File: config.mk
export PLATFORM = sky130hd
export DESIGN_NAME = lesc_event_latch
export DESIGN_NICKNAME = d
export VERILOG_FILES = /design/src/rtl/lesc_pkg.sv /design/src/rtl/lesc_cnt_if.sv /design/src/rtl/lesc_err_counter.sv /design/src/rtl/lesc_event_latch.sv
export SDC_FILE = /design/constraint.sdc
export NUM_CORES = 1
export LEC_CHECK = 0
export ABC_AREA = 1
export BUFFER_PORTS_ARGS = -buffer_cell sky130_fd_sc_hd__buf_2
export CAP_MARGIN = 40
export CORE_UTILIZATION = 42
export DETAILED_ROUTE_END_ITERATION = 8
export PLACE_DENSITY = 0.66
export SKIP_LAST_GASP = 1
export SYNTH_ARGS = -nofsm -noshare
export SYNTH_HDL_FRONTEND = slang
export SYNTH_SLANG_ARGS = --single-unit
File: constraint.sdc
create_clock -name mclk -period 2.68 [get_ports mclk]
set_input_delay 0.268 -clock mclk [delete_from_list [all_inputs] [get_ports mclk]]
set_output_delay 0.268 -clock mclk [all_outputs]
set_load 0.02 [all_outputs]
File: src/rtl/lesc_pkg.sv
/*
  Constants for the per-channel event latch and error counter block:
  register offsets, bit positions, reset values.
  Assumes one channel register page, addressed by its low byte.
*/
// Operation
// - Writing one clears a latched event bit; writing zero leaves it alone.
// - Event bits stay set until cleared, even after the cause ends.
// - First event register bit 6 sets on loopback activate code.
// - First event register bit 5 sets on loopback deactivate code.
// - First event register bit 4 sets on test pattern sync change.
// - First event register bit 3 sets on transmit clock loss event.
// - Bit 2 latches driver short rising edge, or any edge when selected.
// - Bit 1 latches alarm signal rising edge, or any edge when selected.
// - Bit 0 latches signal loss rising edge, or any edge when selected.
// - Second event register bit 6 sets on waveform amplitude overflow.
// - Second event register bit 5 sets on jitter buffer overflow.
// - Second event register bit 4 sets on jitter buffer underflow.
// - Second event register bit 3 sets on test pattern bit error.
// - Second event register bit 2 sets on excessive zeros.
// - Second event register bit 1 sets on code violation; interrupts unless masked.
// - Second event register bit 0 sets on counter overflow; interrupts unless masked.
// - Counter low byte register reads counter bits 7 to 0, resets zero.
// - Bit 7 of each event register reserved; all event bits reset zero.
// - Counter high byte register reads counter bits 15 to 8.
// - Interrupt only when source enable is one; edge select picks trigger.
package lesc_pkg;

  // Register offsets within the channel page
  localparam logic [7:0] LESC_ADDR_EVT_A  = 8'h3a;
  localparam logic [7:0] LESC_ADDR_EVT_B  = 8'h3b;
  localparam logic [7:0] LESC_ADDR_CNT_LO = 8'h3c;
  localparam logic [7:0] LESC_ADDR_CNT_HI = 8'h3d;

  // First event register bits
  localparam int LESC_A_LOOP_ACT   = 6;
  localparam int LESC_A_LOOP_DEACT = 5;
  localparam int LESC_A_PAT_SYNC   = 4;
  localparam int LESC_A_TX_CLK     = 3;
  localparam int LESC_A_DRV_FAIL   = 2;
  localparam int LESC_A_ALARM      = 1;
  localparam int LESC_A_SIG_LOSS   = 0;

  // Second event register bits
  localparam int LESC_B_WAVE_OVF   = 6;
  localparam int LESC_B_JIT_OVF    = 5;
  localparam int LESC_B_JIT_UNF    = 4;
  localparam int LESC_B_PAT_ERR    = 3;
  localparam int LESC_B_EXZ        = 2;
  localparam int LESC_B_CODE_VIOL  = 1;
  localparam int LESC_B_CNT_OVF    = 0;

  // Reserved bit and reset values
  localparam int               LESC_RSVD_BIT   = 7;
  localparam logic [7:0]       LESC_EVT_RST    = 8'h00;
  localparam logic [7:0]       LESC_RDATA_RST  = 8'h00;
  localparam logic [7:0]       LESC_UNMAPPED   = 8'h00;
  localparam logic [15:0]      LESC_CNT_RST    = 16'h0000;
  localparam logic [15:0]      LESC_CNT_MAX    = 16'hffff;
  localparam logic [15:0]      LESC_CNT_ONE    = 16'h0001;
  localparam logic [7:0]       LESC_EVT_MASK   = 8'h7f;

endpackage

File: src/rtl/lesc_cnt_if.sv
/*
  Carrier between the event latch block and its error counter.
  Assumes both ends run on mclk.
*/
`timescale 1ns/10ps
interface lesc_cnt_if;
  logic        count_pulse;
  logic [15:0] count;
  logic        wrap;

  modport counter (input count_pulse, output count, output wrap);
  modport user    (output count_pulse, input count, input wrap);
endinterface

File: src/rtl/lesc_err_counter.sv
/*
  Sixteen-bit error counter with a one-cycle wrap pulse.
  Assumes count_pulse is a one-cycle pulse on mclk.
*/
`timescale 1ns/10ps
module lesc_err_counter
  import lesc_pkg::*;
(
  // Clock and reset
  input wire logic      mclk,
  input wire logic      rst,
  // Counter carrier
  lesc_cnt_if.counter   cnt
);

  typedef struct packed {
    logic [15:0] count;
    logic        wrap;
  } lesc_cnt_s;

  lesc_cnt_s state;
  lesc_cnt_s next_state;

  // Count up, flag the wrap from all ones to zero
  always_comb begin
    next_state      = state;
    next_state.wrap = 1'b0;
    if (cnt.count_pulse) begin
      next_state.count = state.count + LESC_CNT_ONE;
      next_state.wrap  = (state.count == LESC_CNT_MAX);
    end
  end

  // State register
  always_ff @(posedge mclk) begin
    if (rst) begin
      state <= '{count: LESC_CNT_RST, wrap: 1'b0};
    end else begin
      state <= next_state;
    end
  end

  assign cnt.count = state.count;
  assign cnt.wrap  = state.wrap;

endmodule

File: src/rtl/lesc_event_latch.sv
/*
  Per-channel sticky event latches, counter byte readback and combined
  interrupt request. Register port: reg_addr with reg_wr or reg_rd pulses.
  Assumes detectors, status bits and register strobes all run on mclk.
*/
`timescale 1ns/10ps
module lesc_event_latch
  import lesc_pkg::*;
(
  // Clock and reset
  input  wire logic       mclk,
  input  wire logic       rst,
  // Register port
  input  wire logic [7:0] reg_addr,
  input  wire logic       reg_wr,
  input  wire logic       reg_rd,
  input  wire logic [7:0] reg_wdata,
  output logic      [7:0] reg_rdata,
  // Detector event pulses
  input  wire logic       loop_activate_det,
  input  wire logic       loop_deactivate_det,
  input  wire logic       pattern_sync_change,
  input  wire logic       tx_clock_loss_det,
  input  wire logic       waveform_overflow_det,
  input  wire logic       jitter_buf_overflow_det,
  input  wire logic       jitter_buf_underflow_det,
  input  wire logic       pattern_error_det,
  input  wire logic       excess_zeros_det,
  input  wire logic       code_violation_det,
  input  wire logic       count_error,
  // Real-time status levels
  input  wire logic       driver_short_status,
  input  wire logic       alarm_signal_status,
  input  wire logic       signal_loss_status,
  // Edge selects and source enables
  input  wire logic       driver_fail_edge_select,
  input  wire logic       alarm_signal_edge_select,
  input  wire logic       signal_loss_edge_select,
  input  wire logic [6:0] irq_enable_a,
  input  wire logic [6:0] irq_enable_b,
  // Interrupt request
  output logic            irq
);

  typedef struct packed {
    logic [7:0] evt_a;
    logic [7:0] evt_b;
    logic [2:0] prev_status;
    logic [7:0] rdata;
    logic       irq;
  } lesc_state_s;

  lesc_state_s state;
  lesc_state_s next_state;
  lesc_cnt_if  cnt ();

  logic [2:0] cur_status;
  logic [2:0] edge_sel;
  logic [2:0] status_hit;
  logic [7:0] set_a;
  logic [7:0] set_b;
  logic [7:0] clr_a;
  logic [7:0] clr_b;

  // Edge qualifier: rising only, or any change when selected
  function automatic logic status_edge(input logic prev, input logic cur, input logic any_change);
    status_edge = any_change ? (prev ^ cur) : (~prev & cur);
  endfunction

  // Error counter
  lesc_err_counter u_counter (
    .mclk (mclk),
    .rst  (rst),
    .cnt  (cnt.counter)
  );
  assign cnt.count_pulse = count_error;

  // Status levels and their edge selects, signal loss in bit 0
  assign cur_status = {driver_short_status, alarm_signal_status, signal_loss_status};
  assign edge_sel   = {driver_fail_edge_select, alarm_signal_edge_select, signal_loss_edge_select};

  // One edge qualifier per status level
  genvar gi;
  generate
    for (gi = 0; gi < 3; gi++) begin : g_edge
      assign status_hit[gi] = status_edge(state.prev_status[gi], cur_status[gi], edge_sel[gi]);
    end
  endgenerate

  // Set terms for the first event register
  always_comb begin
    set_a                    = LESC_EVT_RST;
    set_a[LESC_A_LOOP_ACT]   = loop_activate_det;
    set_a[LESC_A_LOOP_DEACT] = loop_deactivate_det;
    set_a[LESC_A_PAT_SYNC]   = pattern_sync_change;
    set_a[LESC_A_TX_CLK]     = tx_clock_loss_det;
    set_a[LESC_A_DRV_FAIL]   = status_hit[2];
    set_a[LESC_A_ALARM]      = status_hit[1];
    set_a[LESC_A_SIG_LOSS]   = status_hit[0];
  end

  // Set terms for the second event register
  always_comb begin
    set_b                   = LESC_EVT_RST;
    set_b[LESC_B_WAVE_OVF]  = waveform_overflow_det;
    set_b[LESC_B_JIT_OVF]   = jitter_buf_overflow_det;
    set_b[LESC_B_JIT_UNF]   = jitter_buf_underflow_det;
    set_b[LESC_B_PAT_ERR]   = pattern_error_det;
    set_b[LESC_B_EXZ]       = excess_zeros_det;
    set_b[LESC_B_CODE_VIOL] = code_violation_det;
    set_b[LESC_B_CNT_OVF]   = cnt.wrap;
  end

  // Write-one-to-clear masks, only for the addressed register
  assign clr_a = (reg_wr && reg_addr == LESC_ADDR_EVT_A) ? reg_wdata : LESC_EVT_RST;
  assign clr_b = (reg_wr && reg_addr == LESC_ADDR_EVT_B) ? reg_wdata : LESC_EVT_RST;

  // Next state: sticky latches where a new event beats a same-cycle clear
  always_comb begin
    next_state             = state;
    next_state.prev_status = cur_status;
    next_state.evt_a = ((state.evt_a & ~clr_a) | set_a) & LESC_EVT_MASK;
    next_state.evt_b = ((state.evt_b & ~clr_b) | set_b) & LESC_EVT_MASK;
    // Request held while any enabled latched bit stays set
    next_state.irq = |({1'b0, irq_enable_a} & next_state.evt_a)
                   | |({1'b0, irq_enable_b} & next_state.evt_b);
    // Read data captured on a read strobe and held until the next read
    if (reg_rd) begin
      unique case (reg_addr)
        LESC_ADDR_EVT_A:  next_state.rdata = state.evt_a;
        LESC_ADDR_EVT_B:  next_state.rdata = state.evt_b;
        LESC_ADDR_CNT_LO: next_state.rdata = cnt.count[7:0];
        LESC_ADDR_CNT_HI: next_state.rdata = cnt.count[15:8];
        default:          next_state.rdata = LESC_UNMAPPED;
      endcase
    end
  end

  // State register; status history starts low so a high level at release counts as a rise
  always_ff @(posedge mclk) begin
    if (rst) begin
      state <= '{evt_a: LESC_EVT_RST, evt_b: LESC_EVT_RST, prev_status: 3'h0,
                 rdata: LESC_RDATA_RST, irq: 1'b0};
    end else begin
      state <= next_state;
    end
  end

  assign reg_rdata = state.rdata;
  assign irq       = state.irq;

endmodule

==> impl_metrics.csv <==
group,metric,value,unit
sta,fin_crit_sh,0.590,
synth,ys_types,25,
grt,grt_max_degree,31,
finish,mostFrequentLayoutCell,"nand2_1",
clock_network,cts_root_buf,"clkbuf_8",
die,die_area,5850,sq um
finish,antennaDiodeCount,0,
worst_hold_path,hold_path_startpoint,"alarm_signal_status",
setup_path,ff2ff_setup_slack,1.10,ns
synth,ys_warn_count,0,
clock_network,cts_tree,"yes",
outcome,outcome,"completed",
grt,grt-ovfl-total,0,
finish,final_area,2690,sq um
sta,max_slew_margin,0.665,
place,post-dp-hpwl,3900,um
finish,fillers,563,
finish,final_cell_mix,"nand2_1 (102), buf_2 (58), inv_1 (47)",
pwr,power-per-cell-area,455,nW/um^2
clock_network,htree_levels,2,
clock_network,cts_resized,0,
worst_hold_path,worstHoldPathType,"in2reg",
worst_hold_path,hold_end,"state[10]",
setup_path,path_max_fanout,19,
sta,rsz0062_at_grt,"no",
synth,synth_cells,344,
synth,ys_seq_area_frac,0.369,
finish,syn_to_final_growth,15.3,%
route,drc,0,
synth,yosys.area.top_type_share,0.369,
sta,totalNegativeSetupSlack,0,ns
sta,post-route-min-period,1.58,ns
route,vias_per_cell,4.79,
finish,drive_gt1_frac,0.216,
setup_path,worstPathRequired,2.87,ns
pwr,ir_drop,0.221,mV
grt,grt_usage,0.192,
clock_network,cts_buffer_depth,2,
synth,ys_seq_elements,43,
synth,synth_area_leaders,"dfxtp_1 (37%), nand2_1 (16%), a21oi_1 (7.9%)",
die,num_io_pins,60,
setup_path,worstSetupStartpointType,"primary input",
setup_path,critPathCaptureType,"register",
finish,nNetsFinal,447,
route,vias,2216,
pwr,leakage,1.24,nW
worst_hold_path,hold_depth,3,
setup_path,worstPathArrival,1.77,ns
setup_path,worstRegToRegCells,9,
route,routed_wl,5130,um
grt,grt_pass1_vias,1991,
sta,finalSetupViolCount,0,
place,io_buffers,58,
setup_path,reg2reg_to,"u_counter.cnt.count[12]",
die,rows,26,
pwr,fin_total_pwr,1.22,mW
route,routedWlPerCell,11.1,um
synth,syn-cell-area,2330,sq um
die,start_util,0.445,
sta,drv_slew,0,
synth,synth.avg_cell_area,6.77,sq um
die,die_h,76.5,um
sta,tightest_slew,0.502,ns
synth,yosysTopAreaCell,"dfxtp_1",
clock_network,clk_pin_slew,0.07,ns
place,place_inst,455,
setup_path,crit_type,"in2reg",
clock_network,cts_buffers,5,
clock_network,cts_setup_buffers,0,
sta,finalClockSkew,0.00338,ns
sta,finalHoldViolCount,0,
clock_network,clk-insertion-delay-late,0.30,ns
clock_network,numClockSinks,43,
finish,layoutNonFillerInstCount,463,
synth,syn_nets,399,
sta,holdWs,0.183,ns
place,postPlaceCellArea,2600,sq um
route,drt_iter0_drc,108,
place,gp_congestion,0.790,
job,cap_violations,0,
grt,grt_pass1_wl,8950,um
route,ant_nets,0,
die,core_area,5240,sq um
die,dieWidth,76.5,um
clock_network,ctsHoldBuffers,0,
grt,antenna_found_initial,0,
setup_path,reg2reg_from,"u_counter.cnt.count[0]",
sta,clock.fmax,632,MHz
route,drt-pass1-iter-count,4,
## registers in the layout (all words and copies together), names as in the netlist
signal,cells
irq,1
reg_rdata,8
state,17
u_counter.cnt.count,16
u_counter.cnt.wrap,1
## where the power goes
group	total (mW)	internal [mW]	switching (mW)
clock	0.405	0.183	0.222
sequential	0.672	0.660	0.0123
combinational	0.144	0.0593	0.0845
## how the worst max path moves through the flow
stage / start / end / slack (ns) / cells after the start
floorplan: u_counter.cnt.count[0] / u_counter.cnt.count[10] / 1.27 / 7
global placement: reg_addr[6] / irq / 0.80 / 14
detailed placement: reg_addr[6] / irq / 0.79 / 14
CTS: u_counter.cnt.count[0] / u_counter.cnt.count[12] / 1.10 / 9
global route: reg_addr[2] / irq / 0.79 / 15
finish: reg_addr[6] / irq / 1.10 / 14
## per-layer routing
layer,vias to the layer above,part of all wire,track usage
met2,61,0.43,0.297
met3,2,0.057,0.0431
met5,-,0,0
met4,0,0.0049,0.0635
li1,1193,-,-
met1,960,0.50,0.261
## cell families (layout without fill, tap and decap cells)
family / after synthesis / in the layout / share of synthesized area
AO/OA/AOI/OAI: 56 / 56 / 0.125
XOR/XNOR: 1 / 1 / 0.00376
adder cells (fa/ha/maj): 4 / 4 / 0.0215
buffers and inverters: 68 / 117 / 0.130
flip-flops: 43 / 43 / 0.369
AND/OR/NAND/NOR: 172 / 172 / 0.351
## through the flow
stage	util	setup slack, ns
3_3_place_gp	0.497	0.804
3_5_place_dp	0.497	0.790
4_1_cts	0.513	1.10
6_report	0.513	1.10
5_1_grt	0.513	0.790
2_1_floorplan	-	1.27
## worst max-delay path, cell delays in order
cell and delay, ns:
buf_2 0.10, inv_1 0.04, nand2_1 0.07, nor2_4 0.33, buf_4 0.24, nand4_1 0.09, nand2_1 0.11, nand2_1 0.05
nand2_1 0.06, nand2_1 0.06, nor2_1 0.11, nand2_1 0.09, nor2_1 0.10, nor2_1 0.04
## cell usage after synthesis
cell type / count
a21oi_1: 37
a31oi_1: 1
buf_2: 2
buf_4: 12
clkbuf_1: 5
dfxtp_1: 43
ha_1: 4
inv_1: 47
inv_2: 2
nand2_1: 102
nand2_2: 2
nand3_1: 18
nand3_4: 2
nand4_1: 16
nand4_2: 1
nor2_1: 15
nor2_2: 4
nor2_4: 6
nor3_1: 5
nor3_2: 1
o21a_1: 1
o21ai_0: 11
o21ai_1: 5
o221a_2: 1
xnor2_1: 1
## area by class of cell
type,count,area (sq um),share of cell area
clock inverter,1,5.00,0.00186
sequential,43,861,0.321
multi-input combinational,233,1170,0.434
inverter,49,184,0.0685
tap,70,87.6,0.0326
timing repair buffer,60,305,0.114
clock buffer,7,76.3,0.0284
No activity file was read; power rests on OpenSTA's default activity.
